### config.mk
export PLATFORM = sky130hd
export DESIGN_NAME = pfl_flags
export DESIGN_NICKNAME = d
export VERILOG_FILES = /design/src/rtl/pfl_pkg.sv /design/src/rtl/pfl_alu_if.sv /design/src/rtl/pfl_flags.sv /design/src/rtl/pfl_alu.sv
export SDC_FILE = /design/constraint.sdc
export NUM_CORES = 1
export LEC_CHECK = 0
export ABC_AREA = 1
export BUFFER_PORTS_ARGS = -buffer_cell sky130_fd_sc_hd__buf_2
export CAP_MARGIN = 15
export CORE_UTILIZATION = 30
export CTS_CLUSTER_SIZE = 12
export DETAILED_ROUTE_END_ITERATION = 6
export MAX_ROUTING_LAYER = met4
export PLACE_DENSITY = 0.62
export SLEW_MARGIN = 10
export SYNTH_ARGS = -nofsm -noshare
export SYNTH_HDL_FRONTEND = slang
export SYNTH_SLANG_ARGS = --single-unit
### constraint.sdc
create_clock -name i_clk -period 3.85 [get_ports i_clk]
set_clock_uncertainty 0.15 [all_clocks]
set_input_delay 0.1925 -clock i_clk [delete_from_list [all_inputs] [get_ports i_clk]]
set_output_delay 0.1925 -clock i_clk [all_outputs]
set_load 0.01 [all_outputs]
### src/rtl/pfl_pkg.sv
// package: flag register layout, reset values and operation codes
package pfl_pkg;
  localparam int PFL_CARRY_BIT = 0;
  localparam int PFL_RSV1_BIT = 1;
  localparam int PFL_PARITY_BIT = 2;
  localparam int PFL_RSV3_BIT = 3;
  localparam int PFL_HALF_CARRY_BIT = 4;
  localparam int PFL_RSV5_BIT = 5;
  localparam int PFL_ZERO_BIT = 6;
  localparam int PFL_SIGN_BIT = 7;
  localparam int PFL_STEP_TRAP_BIT = 8;
  localparam int PFL_IF_BIT = 9;
  localparam int PFL_DIRECTION_BIT = 10;
  localparam int PFL_OVERFLOW_BIT = 11;
  localparam int PFL_IOLVL_LO = 12;
  localparam int PFL_IOLVL_HI = 13;
  localparam int PFL_HALF_BIT = 3;
  localparam logic [31:0] PFL_ARITH_MASK = 32'h0000_08d5;
  localparam logic [31:0] PFL_WRITE_MASK = 32'h0000_3fd5;
  localparam logic [31:0] PFL_FIXED_ONES = 32'h0000_0002;
  localparam logic [31:0] PFL_RESET_VALUE = 32'h0000_0002;
  localparam logic [1:0] PFL_PRIV_KERNEL = 2'h0;
  localparam logic [31:0] PFL_STEP_1 = 32'h0000_0001;
  localparam logic [31:0] PFL_STEP_2 = 32'h0000_0002;
  localparam logic [31:0] PFL_STEP_4 = 32'h0000_0004;

  typedef enum logic [1:0] {
    PFL_SZ8 = 2'h0,
    PFL_SZ16 = 2'h1,
    PFL_SZ32 = 2'h2
  } pfl_size_t;

  typedef enum logic [1:0] {
    PFL_OP_ADD = 2'h0,
    PFL_OP_SUB = 2'h1,
    PFL_OP_LOGIC = 2'h2
  } pfl_op_t;

  typedef enum logic [1:0] {
    PFL_LD_NONE = 2'h0,
    PFL_LD_POP = 2'h1,
    PFL_LD_TASK = 2'h3,
    PFL_LD_WRITE = 2'h2
  } pfl_load_t;
endpackage : pfl_pkg

### src/rtl/pfl_alu_if.sv
// interface: operands and computed flags between alu and flag register
`timescale 1ns/10ps
interface pfl_alu_if;
  import pfl_pkg::*;
  logic [31:0] a;
  logic [31:0] b;
  logic cin;
  pfl_op_t op;
  pfl_size_t size;
  logic [31:0] result;
  logic [31:0] flags;
  modport alu (input a, input b, input cin, input op, input size, output result, output flags);
  modport core (output a, output b, output cin, output op, output size, input result,
                input flags);
endinterface : pfl_alu_if

### src/rtl/pfl_flags.sv
// module: processor flag register with privilege checks, step trap and string stepping
`timescale 1ns/10ps
// Functional notes
// - io allowed when privilege within io level
// - pop changes interrupt enable only if permitted
// - pops alter io level only at privilege 0
// - task switch always loads io level
// - overflow flag: carry into xor out of msb
// - overflow taken at bit 7, 15, 31
// - direction flag steers index increment or decrement
// - maskable interrupt recognised only when enabled
// - single step flag traps after next instruction
// - otherwise trap only on breakpoint match
// - sign flag copies result msb
// - zero flag set on all-zero result
// - half carry from bit 3
// - parity even over low eight bits
module pfl_flags
  import pfl_pkg::*;
(
  input wire logic i_clk,
  input wire logic i_rst,
  input wire logic i_protected_mode,
  input wire logic [1:0] i_current_privilege_level,
  input wire logic i_alu_valid,
  input wire logic [31:0] i_alu_a,
  input wire logic [31:0] i_alu_b,
  input wire logic i_alu_cin,
  input wire pfl_op_t i_alu_op,
  input wire pfl_size_t i_alu_size,
  input wire pfl_load_t i_load_kind,
  input wire logic [31:0] i_load_image,
  input wire logic i_string_step,
  input wire pfl_size_t i_string_size,
  input wire logic [31:0] i_string_source_index,
  input wire logic [31:0] i_string_dest_index,
  input wire logic i_maskable_interrupt_pin,
  input wire logic i_insn_done,
  input wire logic i_breakpoint_hit,
  output logic [31:0] o_processor_flags_register,
  output logic [31:0] o_alu_result,
  output logic o_io_allowed,
  output logic [31:0] o_string_source_index,
  output logic [31:0] o_string_dest_index,
  output logic o_interrupt_request,
  output logic o_debug_trap
);
  // ---------------------------------------------------------------
  // alu
  // ---------------------------------------------------------------
  pfl_alu_if alu_bus ();

  assign alu_bus.a = i_alu_a;
  assign alu_bus.b = i_alu_b;
  assign alu_bus.cin = i_alu_cin;
  assign alu_bus.op = i_alu_op;
  assign alu_bus.size = i_alu_size;

  pfl_alu u_alu (
    .bus(alu_bus)
  );

  // ---------------------------------------------------------------
  // interrupt pin synchroniser
  // ---------------------------------------------------------------
  logic [2:0] maskable_interrupt_pin_sync_q;
  logic [2:0] maskable_interrupt_pin_sync_d;
  logic maskable_interrupt_pin_level_q;
  logic maskable_interrupt_pin_level_d;

  always_comb begin
    maskable_interrupt_pin_sync_d = {maskable_interrupt_pin_sync_q[1:0], i_maskable_interrupt_pin};
    maskable_interrupt_pin_level_d = maskable_interrupt_pin_level_q;
    if (maskable_interrupt_pin_sync_q[2] == maskable_interrupt_pin_sync_q[1]) begin
      maskable_interrupt_pin_level_d = maskable_interrupt_pin_sync_q[2];
    end
  end

  always_ff @(posedge i_clk) begin
    if (i_rst) begin
      maskable_interrupt_pin_sync_q <= 3'h0;
      maskable_interrupt_pin_level_q <= 1'b0;
    end else begin
      maskable_interrupt_pin_sync_q <= maskable_interrupt_pin_sync_d;
      maskable_interrupt_pin_level_q <= maskable_interrupt_pin_level_d;
    end
  end

  // ---------------------------------------------------------------
  // flag register
  // ---------------------------------------------------------------
  logic [31:0] flags_q;
  logic [31:0] flags_d;
  logic [31:0] img;
  logic priv_ok;

  always_comb begin
    flags_d = flags_q;
    img = i_load_image;
    priv_ok = (i_current_privilege_level <= flags_q[PFL_IOLVL_HI:PFL_IOLVL_LO]);
    case (i_load_kind)
      PFL_LD_POP: begin
        if (!priv_ok) begin
          img[PFL_IF_BIT] = flags_q[PFL_IF_BIT];
        end
        if (i_current_privilege_level != PFL_PRIV_KERNEL) begin
          img[PFL_IOLVL_HI:PFL_IOLVL_LO] = flags_q[PFL_IOLVL_HI:PFL_IOLVL_LO];
        end
        flags_d = (img & PFL_WRITE_MASK) | PFL_FIXED_ONES;
      end
      PFL_LD_TASK: begin
        flags_d = (img & PFL_WRITE_MASK) | PFL_FIXED_ONES;
      end
      PFL_LD_WRITE: begin
        img[PFL_IOLVL_HI:PFL_IOLVL_LO] = flags_q[PFL_IOLVL_HI:PFL_IOLVL_LO];
        img[PFL_IF_BIT] = flags_q[PFL_IF_BIT];
        flags_d = (img & PFL_WRITE_MASK) | PFL_FIXED_ONES;
      end
      default: begin
        if (i_alu_valid) begin
          flags_d = (flags_q & ~PFL_ARITH_MASK) | (alu_bus.flags & PFL_ARITH_MASK);
        end
      end
    endcase
  end

  always_ff @(posedge i_clk) begin
    if (i_rst) begin
      flags_q <= PFL_RESET_VALUE;
    end else begin
      flags_q <= flags_d;
    end
  end

  // ---------------------------------------------------------------
  // string index stepping
  // ---------------------------------------------------------------
  logic [31:0] src_q;
  logic [31:0] src_d;
  logic [31:0] dst_q;
  logic [31:0] dst_d;
  logic [31:0] step;

  always_comb begin
    case (i_string_size)
      PFL_SZ8: step = PFL_STEP_1;
      PFL_SZ16: step = PFL_STEP_2;
      default: step = PFL_STEP_4;
    endcase
    src_d = src_q;
    dst_d = dst_q;
    if (i_string_step) begin
      if (flags_q[PFL_DIRECTION_BIT]) begin
        src_d = i_string_source_index - step;
        dst_d = i_string_dest_index - step;
      end else begin
        src_d = i_string_source_index + step;
        dst_d = i_string_dest_index + step;
      end
    end
  end

  always_ff @(posedge i_clk) begin
    if (i_rst) begin
      src_q <= 32'h0000_0000;
      dst_q <= 32'h0000_0000;
    end else begin
      src_q <= src_d;
      dst_q <= dst_d;
    end
  end

  // ---------------------------------------------------------------
  // registered outputs
  // ---------------------------------------------------------------
  logic [31:0] res_q;
  logic [31:0] res_d;
  logic io_q;
  logic io_d;
  logic irq_q;
  logic irq_d;
  logic trap_q;
  logic trap_d;

  always_comb begin
    res_d = i_alu_valid ? alu_bus.result : res_q;
    io_d = !i_protected_mode ||
           (i_current_privilege_level <= flags_d[PFL_IOLVL_HI:PFL_IOLVL_LO]);
    irq_d = maskable_interrupt_pin_level_d && flags_d[PFL_IF_BIT];
    trap_d = 1'b0;
    if (i_insn_done) begin
      trap_d = flags_q[PFL_STEP_TRAP_BIT] || i_breakpoint_hit;
    end
  end

  always_ff @(posedge i_clk) begin
    if (i_rst) begin
      res_q <= 32'h0000_0000;
      io_q <= 1'b0;
      irq_q <= 1'b0;
      trap_q <= 1'b0;
    end else begin
      res_q <= res_d;
      io_q <= io_d;
      irq_q <= irq_d;
      trap_q <= trap_d;
    end
  end

  assign o_processor_flags_register = flags_q;
  assign o_alu_result = res_q;
  assign o_io_allowed = io_q;
  assign o_string_source_index = src_q;
  assign o_string_dest_index = dst_q;
  assign o_interrupt_request = irq_q;
  assign o_debug_trap = trap_q;
endmodule : pfl_flags

### src/rtl/pfl_alu.sv
// module: combinational result and arithmetic flag generation
`timescale 1ns/10ps
module pfl_alu
  import pfl_pkg::*;
(
  pfl_alu_if.alu bus
);
  logic [32:0] sum;
  logic [31:0] carries;
  logic [31:0] res;
  logic [31:0] bx;
  logic msb;
  logic c_in_msb;
  logic c_out;

  always_comb begin
    bx = (bus.op == PFL_OP_SUB) ? ~bus.b : bus.b;
    sum = {1'b0, bus.a} + {1'b0, bx} + {32'h0000_0000, (bus.op == PFL_OP_SUB) ^ bus.cin};
    carries = bus.a ^ bx ^ sum[31:0];
    res = (bus.op == PFL_OP_LOGIC) ? bus.b : sum[31:0];
    case (bus.size)
      PFL_SZ8: begin
        res = {24'h00_0000, res[7:0]};
        msb = res[7];
        c_in_msb = carries[7];
        c_out = carries[8];
      end
      PFL_SZ16: begin
        res = {16'h0000, res[15:0]};
        msb = res[15];
        c_in_msb = carries[15];
        c_out = carries[16];
      end
      default: begin
        msb = res[31];
        c_in_msb = carries[31];
        c_out = sum[32];
      end
    endcase
    bus.result = res;
    bus.flags = PFL_FIXED_ONES;
    if (bus.op != PFL_OP_LOGIC) begin
      bus.flags[PFL_CARRY_BIT] = c_out ^ (bus.op == PFL_OP_SUB);
      bus.flags[PFL_OVERFLOW_BIT] = c_in_msb ^ c_out;
      // subtract: carry into bit 4 is the inverse of the borrow
      bus.flags[PFL_HALF_CARRY_BIT] = carries[PFL_HALF_BIT + 1] ^ (bus.op == PFL_OP_SUB);
    end
    bus.flags[PFL_PARITY_BIT] = ~^res[7:0];
    bus.flags[PFL_ZERO_BIT] = (res == 32'h0000_0000);
    bus.flags[PFL_SIGN_BIT] = msb;
  end
endmodule : pfl_alu

## Yosys cells after proc, flatten, opt, wreduce, memory -nomap -nowiden

Cells that the tools add are included.

| storage, ports and cells | value |
|---|---|
| output and inout bits | 131 |
| bits in registers | 135 |
| logic and storage cells | 64 |

| operators by class | value |
|---|---|
| bitwise gates (word level) | 9 |
| $add $sub $neg | 6 |
| multiplexer cells | 17 |
| $lt $le $gt $ge | 2 |
| equal/unequal tests | 9 |
| reductions and logical operators | 11 |

Operators with widths:

| operator | count |
|---|---|
| $mux 32 | 5 |
| $pmux 32 s3 | 1 |
| $add 32x32->32 | 2 |
| $pmux 32 s2 | 1 |
| $sub 32x32->32 | 2 |
| $xor 32x32->32 | 2 |
| $add 32x32->33 | 1 |
| $add 33x1->33 | 1 |
| $logic_not 32->1 | 1 |
| $not 32->32 | 1 |
| $or 32x12->32 | 1 |
| $eq 2x1->1 const B | 4 |
| $reduce_xnor 8->1 | 1 |
| $eq 2x2->1 const B | 3 |
| $pmux 1 s2 | 3 |
| $pmux 3 s2 | 1 |
| $mux 1 | 5 |
| $le 2x2->1 | 2 |
| $logic_not 2->1 | 2 |
| $reduce_bool 4->1 | 1 |
| $xor 1x1->1 | 4 |
| $logic_or 1x1->1 | 2 |
| $mux 2 | 1 |
| $ne 2x2->1 const B | 1 |
| other kinds (6) | 6 |

## Longest topological paths before layout

| logic depth | value |
|---|---|
| word-level depth | 13 |
| gate-level depth with buffers | 28 |

## Modules after synthesis

From an unflattened synthesis, not the netlist that was laid out.

| second synthesis, totals | value |
|---|---|
| cell total of the unflattened synthesis | 2145 |
| area total of the unflattened synthesis | 12569.6 sq um |

Modules (own cells, without submodules):

| module | sequential area each (sq um) | area an instance (sq um) | instances | cells each |
|---|---|---|---|---|
| pfl_flags | 2702.6 | 8688.3 | 1 | 1360 |
| pfl_alu | 0.0 | 3881.2 | 1 | 785 |

## Least setup slack after synthesis

No wires, ideal clock.

| timing path | value |
|---|---|
| kind | reg2reg |
| start point | register flags_q[10], in the netlist o_processor_flags_register[10] |
| end point | register src_q[28], in the netlist o_string_source_index[28] |
| period minus slack after synthesis | 3.958 ns |
| cell stages (with the launch flop) | 15 |
| arrival time | 3.691 ns |
| setup time | 0.116 ns |
| setup slack | -0.108 ns |
| required time | 3.584 ns |
| buffers on the path | 0 |
| cell sequence | dfxtp_1 > o21ai_0 > fa_1 > nand3_1 > nand2_1 > a21oi_1 > o21ai_2 > nand2_1 > nand2_1 > nand3_1 > nand2_1 > a21oi_1 > o21ai_0 > o211ai_1 > inv_1 |

| on the way | value |
|---|---|
| longest elaborated chain between the ends | 1 |

Ends and longest elaborated chain:

| item | line | RTL |
|---|---|---|
| start: declaration | pfl_flags.sv:92 | `logic [31:0] flags_q;` |
| start signal: assignment | pfl_flags.sv:131 | `flags_q <= flags_d;` |
| $mux 32 | pfl_flags.sv:153 | `if (flags_q[PFL_DIRECTION_BIT]) begin` |
| end signal: assignment | pfl_flags.sv:168 | `src_q <= src_d;` |
| end: declaration | pfl_flags.sv:138 | `logic [31:0] src_q;` |

Every way passes these cells.
A chain may end at the register's enable or synchronous reset.

## Worst setup path after layout

| timing path | value |
|---|---|
| start point | input i_alu_b[3] |
| end point | register flags_q[6], in the netlist o_processor_flags_register[6] |

| on the way | value |
|---|---|
| longest elaborated chain between the ends | 10 |

Ends and longest elaborated chain:

| item | line | RTL |
|---|---|---|
| start: declaration | pfl_flags.sv:27 | `input wire logic [31:0] i_alu_b,` |
| $not 32->32 | pfl_alu.sv:17 | `bx = (bus.op == PFL_OP_SUB) ? ~bus.b : bus.b;` |
| $mux 32 | pfl_alu.sv:17 |  |
| $add 32x32->33 | pfl_alu.sv:18 | `sum = {1'b0, bus.a} + {1'b0, bx} + {32'h0000_0000, (bus.op == PFL_OP_SUB) ^ bus.cin};` |
| $add 33x1->33 | pfl_alu.sv:18 |  |
| $mux 32 * | pfl_alu.sv:20 | `res = (bus.op == PFL_OP_LOGIC) ? bus.b : sum[31:0];` |
| $pmux 32 s2 * | pfl_alu.sv:21 | `case (bus.size)` |
| $logic_not 32->1 * | pfl_alu.sv:49 | `bus.flags[PFL_ZERO_BIT] = (res == 32'h0000_0000);` |
| $or 32x12->32 * | pfl_flags.sv:121 | `flags_d = (flags_q & ~PFL_ARITH_MASK) \| (alu_bus.flags & PFL_ARITH_MASK);` |
| $mux 32 * | pfl_flags.sv:120 | `if (i_alu_valid) begin` |
| $pmux 32 s3 * | pfl_flags.sv:101 | `case (i_load_kind)` |

Mark *: on every way between the ends. The rest lies on a longest branch, timed or not. The select of a mux whose other input is x is not followed.

==> impl_metrics.toml <==
[floorplan]
coreArea_sq_um = 38920
die_area_sq_um = 40530
io_pins = 310
std_cell_rows = 72
dieWidth_microns = 201.3
fp.dieH_microns = 201.3
initial_core_util_pct = 30.63

[yosys]
synth.cells.most_frequent = "437 x nand2_1, 289 x inv_1, 237 x nor2_1, 135 x dfxtp_1, 135 x o21ai_0"
yosysMostFrequentCell = "nand2_1"
ys.flop_type = "dfxtp_1"
synth_top_area_share_pct = 22.67
synth_edf_count = 0
syn-num-nets = 2197
yosysWarnings = 0
syn_area_sq_um = 11920
yosys.area.top_type = "dfxtp_1"
ys_seq_elements = 135
postSynthAreaPerCell_sq_um = 6.234
async_flop_share_pct = 0
ys_seq_area_share_pct = 22.67
syn_inst = 1912
yosys-top-cells-area = "dfxtp_1 23%, nand2_1 14%, ha_1 11%, inv_1 9.1%, nor2_1 7.5%"
synth.distinct_cells = 53

[sta]
rsz0062_at_grt = "no"
min_period_ps = 3241
relSlewSlack_pct = 39.12
fmax_ghz = 0.3085
drv_slew = 0
fin_crit_sh_pct = 84.18
tns_ps = 0
setup_slack_ps = 609.0
tightest_slew_ps = 913.1
setup_viol = 0
hold_viol = 0

[cells_and_area]
final_layout_size_suffix_gt1_share_pct = 18.68
final_cells = 2741
synthToLayoutAreaGrowth_pct = 23.93
final_nets = 2494

[detailed_routing]
vias = 13160
totalWireLength_mm = 42.76
drc = 0
drt_first_iter_violations = 658
drt_first_pass_iters = 6
ant_nets = 0
post_drt_wl_per_cell_microns = 15.60
vias_per_cell = 4.801

[clocking]
numCtsBuffers = 17
clkTransAtPathRegs_ps = 70
cts_tree = "built"
cts_root_buf = "clkbuf_16"
h-tree-depth = 4
post_cts_buffers = 0
insertion_delay_ps = 450
clkSinkCount = 135
cts.path.max_buffers = 2

[critical_path]
required_ps = 4080
cp-startpoint = "i_alu_b[3]"
endpoint_kind = "flop"
crit_path_start_kind = "primary input"
path_max_fanout = 5
cp-endpoint = "o_processor_flags_register[6]$_SDFFE_PP0P_"
worstPathArrival_ps = 3470
r2r-end = "o_string_dest_index[21]$_SDFFE_PP0P_"
r2r_start = "o_processor_flags_register[10]$_SDFFE_PP0P_"
crit_type = "in -> reg"
reg2regPathDepth = 12
r2r_slack_ps = 950

[place]
dp_hpwl_mm = 34.05
portBuffers = 288
dpl_worst_slack_ps = 212.3
dpl.cell_count = 2684
gp_congestion = 0.9751

[flow_run]
cap_violations = 0

[global_route]
globalRouteOverflowTotal = 0
antenna_found_initial = 1
grt_pass1_vias = 12560
grt_use_total_pct = 21.60
grt_max_degree = 84
grt_first_pass_wirelength_mm = 66.83

[power_and_ir_drop]
power_density_nw_per_um2 = 363.1
peakVddDrop_uv = 310.0
leakagePower_nw = 8.217

[min_path]
hold_class = "in -> reg"

[status]
status = "completed"
sequential cells by signal, indices dropped and copies added, names as in the netlist:
name / count
o_alu_result: 32
o_processor_flags_register: 32
o_string_dest_index: 32
o_string_source_index: 32
maskable_interrupt_pin_sync_q: 3
maskable_interrupt_pin_level_q: 1
o_debug_trap: 1
o_interrupt_request: 1
o_io_allowed: 1
routing by layer:
metal / vias to the layer above / track usage, % / wire length [microns]
li1: 6776 / - / -
met4: 0 / 7.819 / 1192
met3: 62 / 2.948 / 1736
met1: 5972 / 27.42 / 20240
met5: - / - / 0
met2: 349 / 34.83 / 19580
through the flow:
step / total power [mW] / hold WS, ps / util, % / cell area, sq um
floorplan: 2.990 / 149.5 / - / 11920
global placement: 3.634 / 258.9 / 35.80 / 13930
detailed placement: 3.648 / 253.5 / 35.80 / 13930
CTS: 5.421 / 4.379 / 37.95 / 14770
global route: 5.748 / 25.52 / 37.96 / 14770
finish: 5.364 / 8.558 / 37.96 / 14770
layout make-up:
type | instances | area (sq um)
inverter | 302 | 1134
timing repair buffer | 326 | 1787
sequential | 135 | 2704
fill | 4301 | 24150
clock buffer | 19 | 452.9
tap | 518 | 648.1
multi-input combinational | 1427 | 7899
clock inverter | 13 | 145.1
antenna | 1 | 2.502
power by group:
group	total (mW)	internal, mW	switching, mW
Combinational	2.09	0.761	1.33
Sequential	1.57	1.51	0.0653
Clock	1.70	0.994	0.709
critical path, cell delays in order:
cell and delay [ps]:
dlygate4sd3_1 530, buf_2 140, xor2_1 170, ha_1 340
nand2_1 110, inv_1 60, nand2_1 90, nand3_2 130
nand2_1 100, nand2_2 90, inv_1 80, or2_0 100
nand3_1 60, o21ai_1 140, ha_1 180, nand2_1 40
inv_1 40, nand2_1 50, nor2_1 180, nand2_1 70
nor2_1 110, nand2_1 60, nor2_1 90, nand3_1 70
nor2_1 100, nor2_1 50, nor2_1 80
worst min path at each step:
stage	start	to	slack [ps]	depth (start not counted)
floorplan	i_maskable_interrupt_pin	maskable_interrupt_pin_sync_q[0]$_SDFF_PP0_	150	2
global route	i_load_image[10]	o_processor_flags_register[10]$_SDFFE_PP0P_	30	3
finish	i_load_image[10]	o_processor_flags_register[10]$_SDFFE_PP0P_	9	3
CTS	i_load_image[10]	o_processor_flags_register[10]$_SDFFE_PP0P_	4	3
detailed placement	i_protected_mode	o_io_allowed$_SDFF_PP0_	250	2
global placement	i_protected_mode	o_io_allowed$_SDFF_PP0_	260	2
placed cells by master, fill, tap and decap left out, drive strengths merged, types with 17 or more instances in the layout:
master and count:
a21o 17, a21oi 129, buf 302, clkbuf 19, dfxtp 135, dlygate4sd3 24
ha 102, inv 303, nand2 460, nand3 120, nor2 246, o211ai 19
o21ai 144, xor2 66
cells by family (layout without fill, tap and decap cells):
kind of cell	Yosys count	in the layout	share of synthesized area (%)
compound gates	366	366	17.68
xor+xnor	80	80	5.879
fa+ha+maj	106	106	11.38
buf+inv	350	660	11.14
flops	135	135	22.67
mux	2	2	0.1680
other cells	0	1	0
simple gates	873	873	31.08
repair_timing:
item	in CTS	in global routing
hold buffers	24	0
hold endpoints to repair	21	0
resized for setup	0	0
Power figures use the tool's default switching activity.
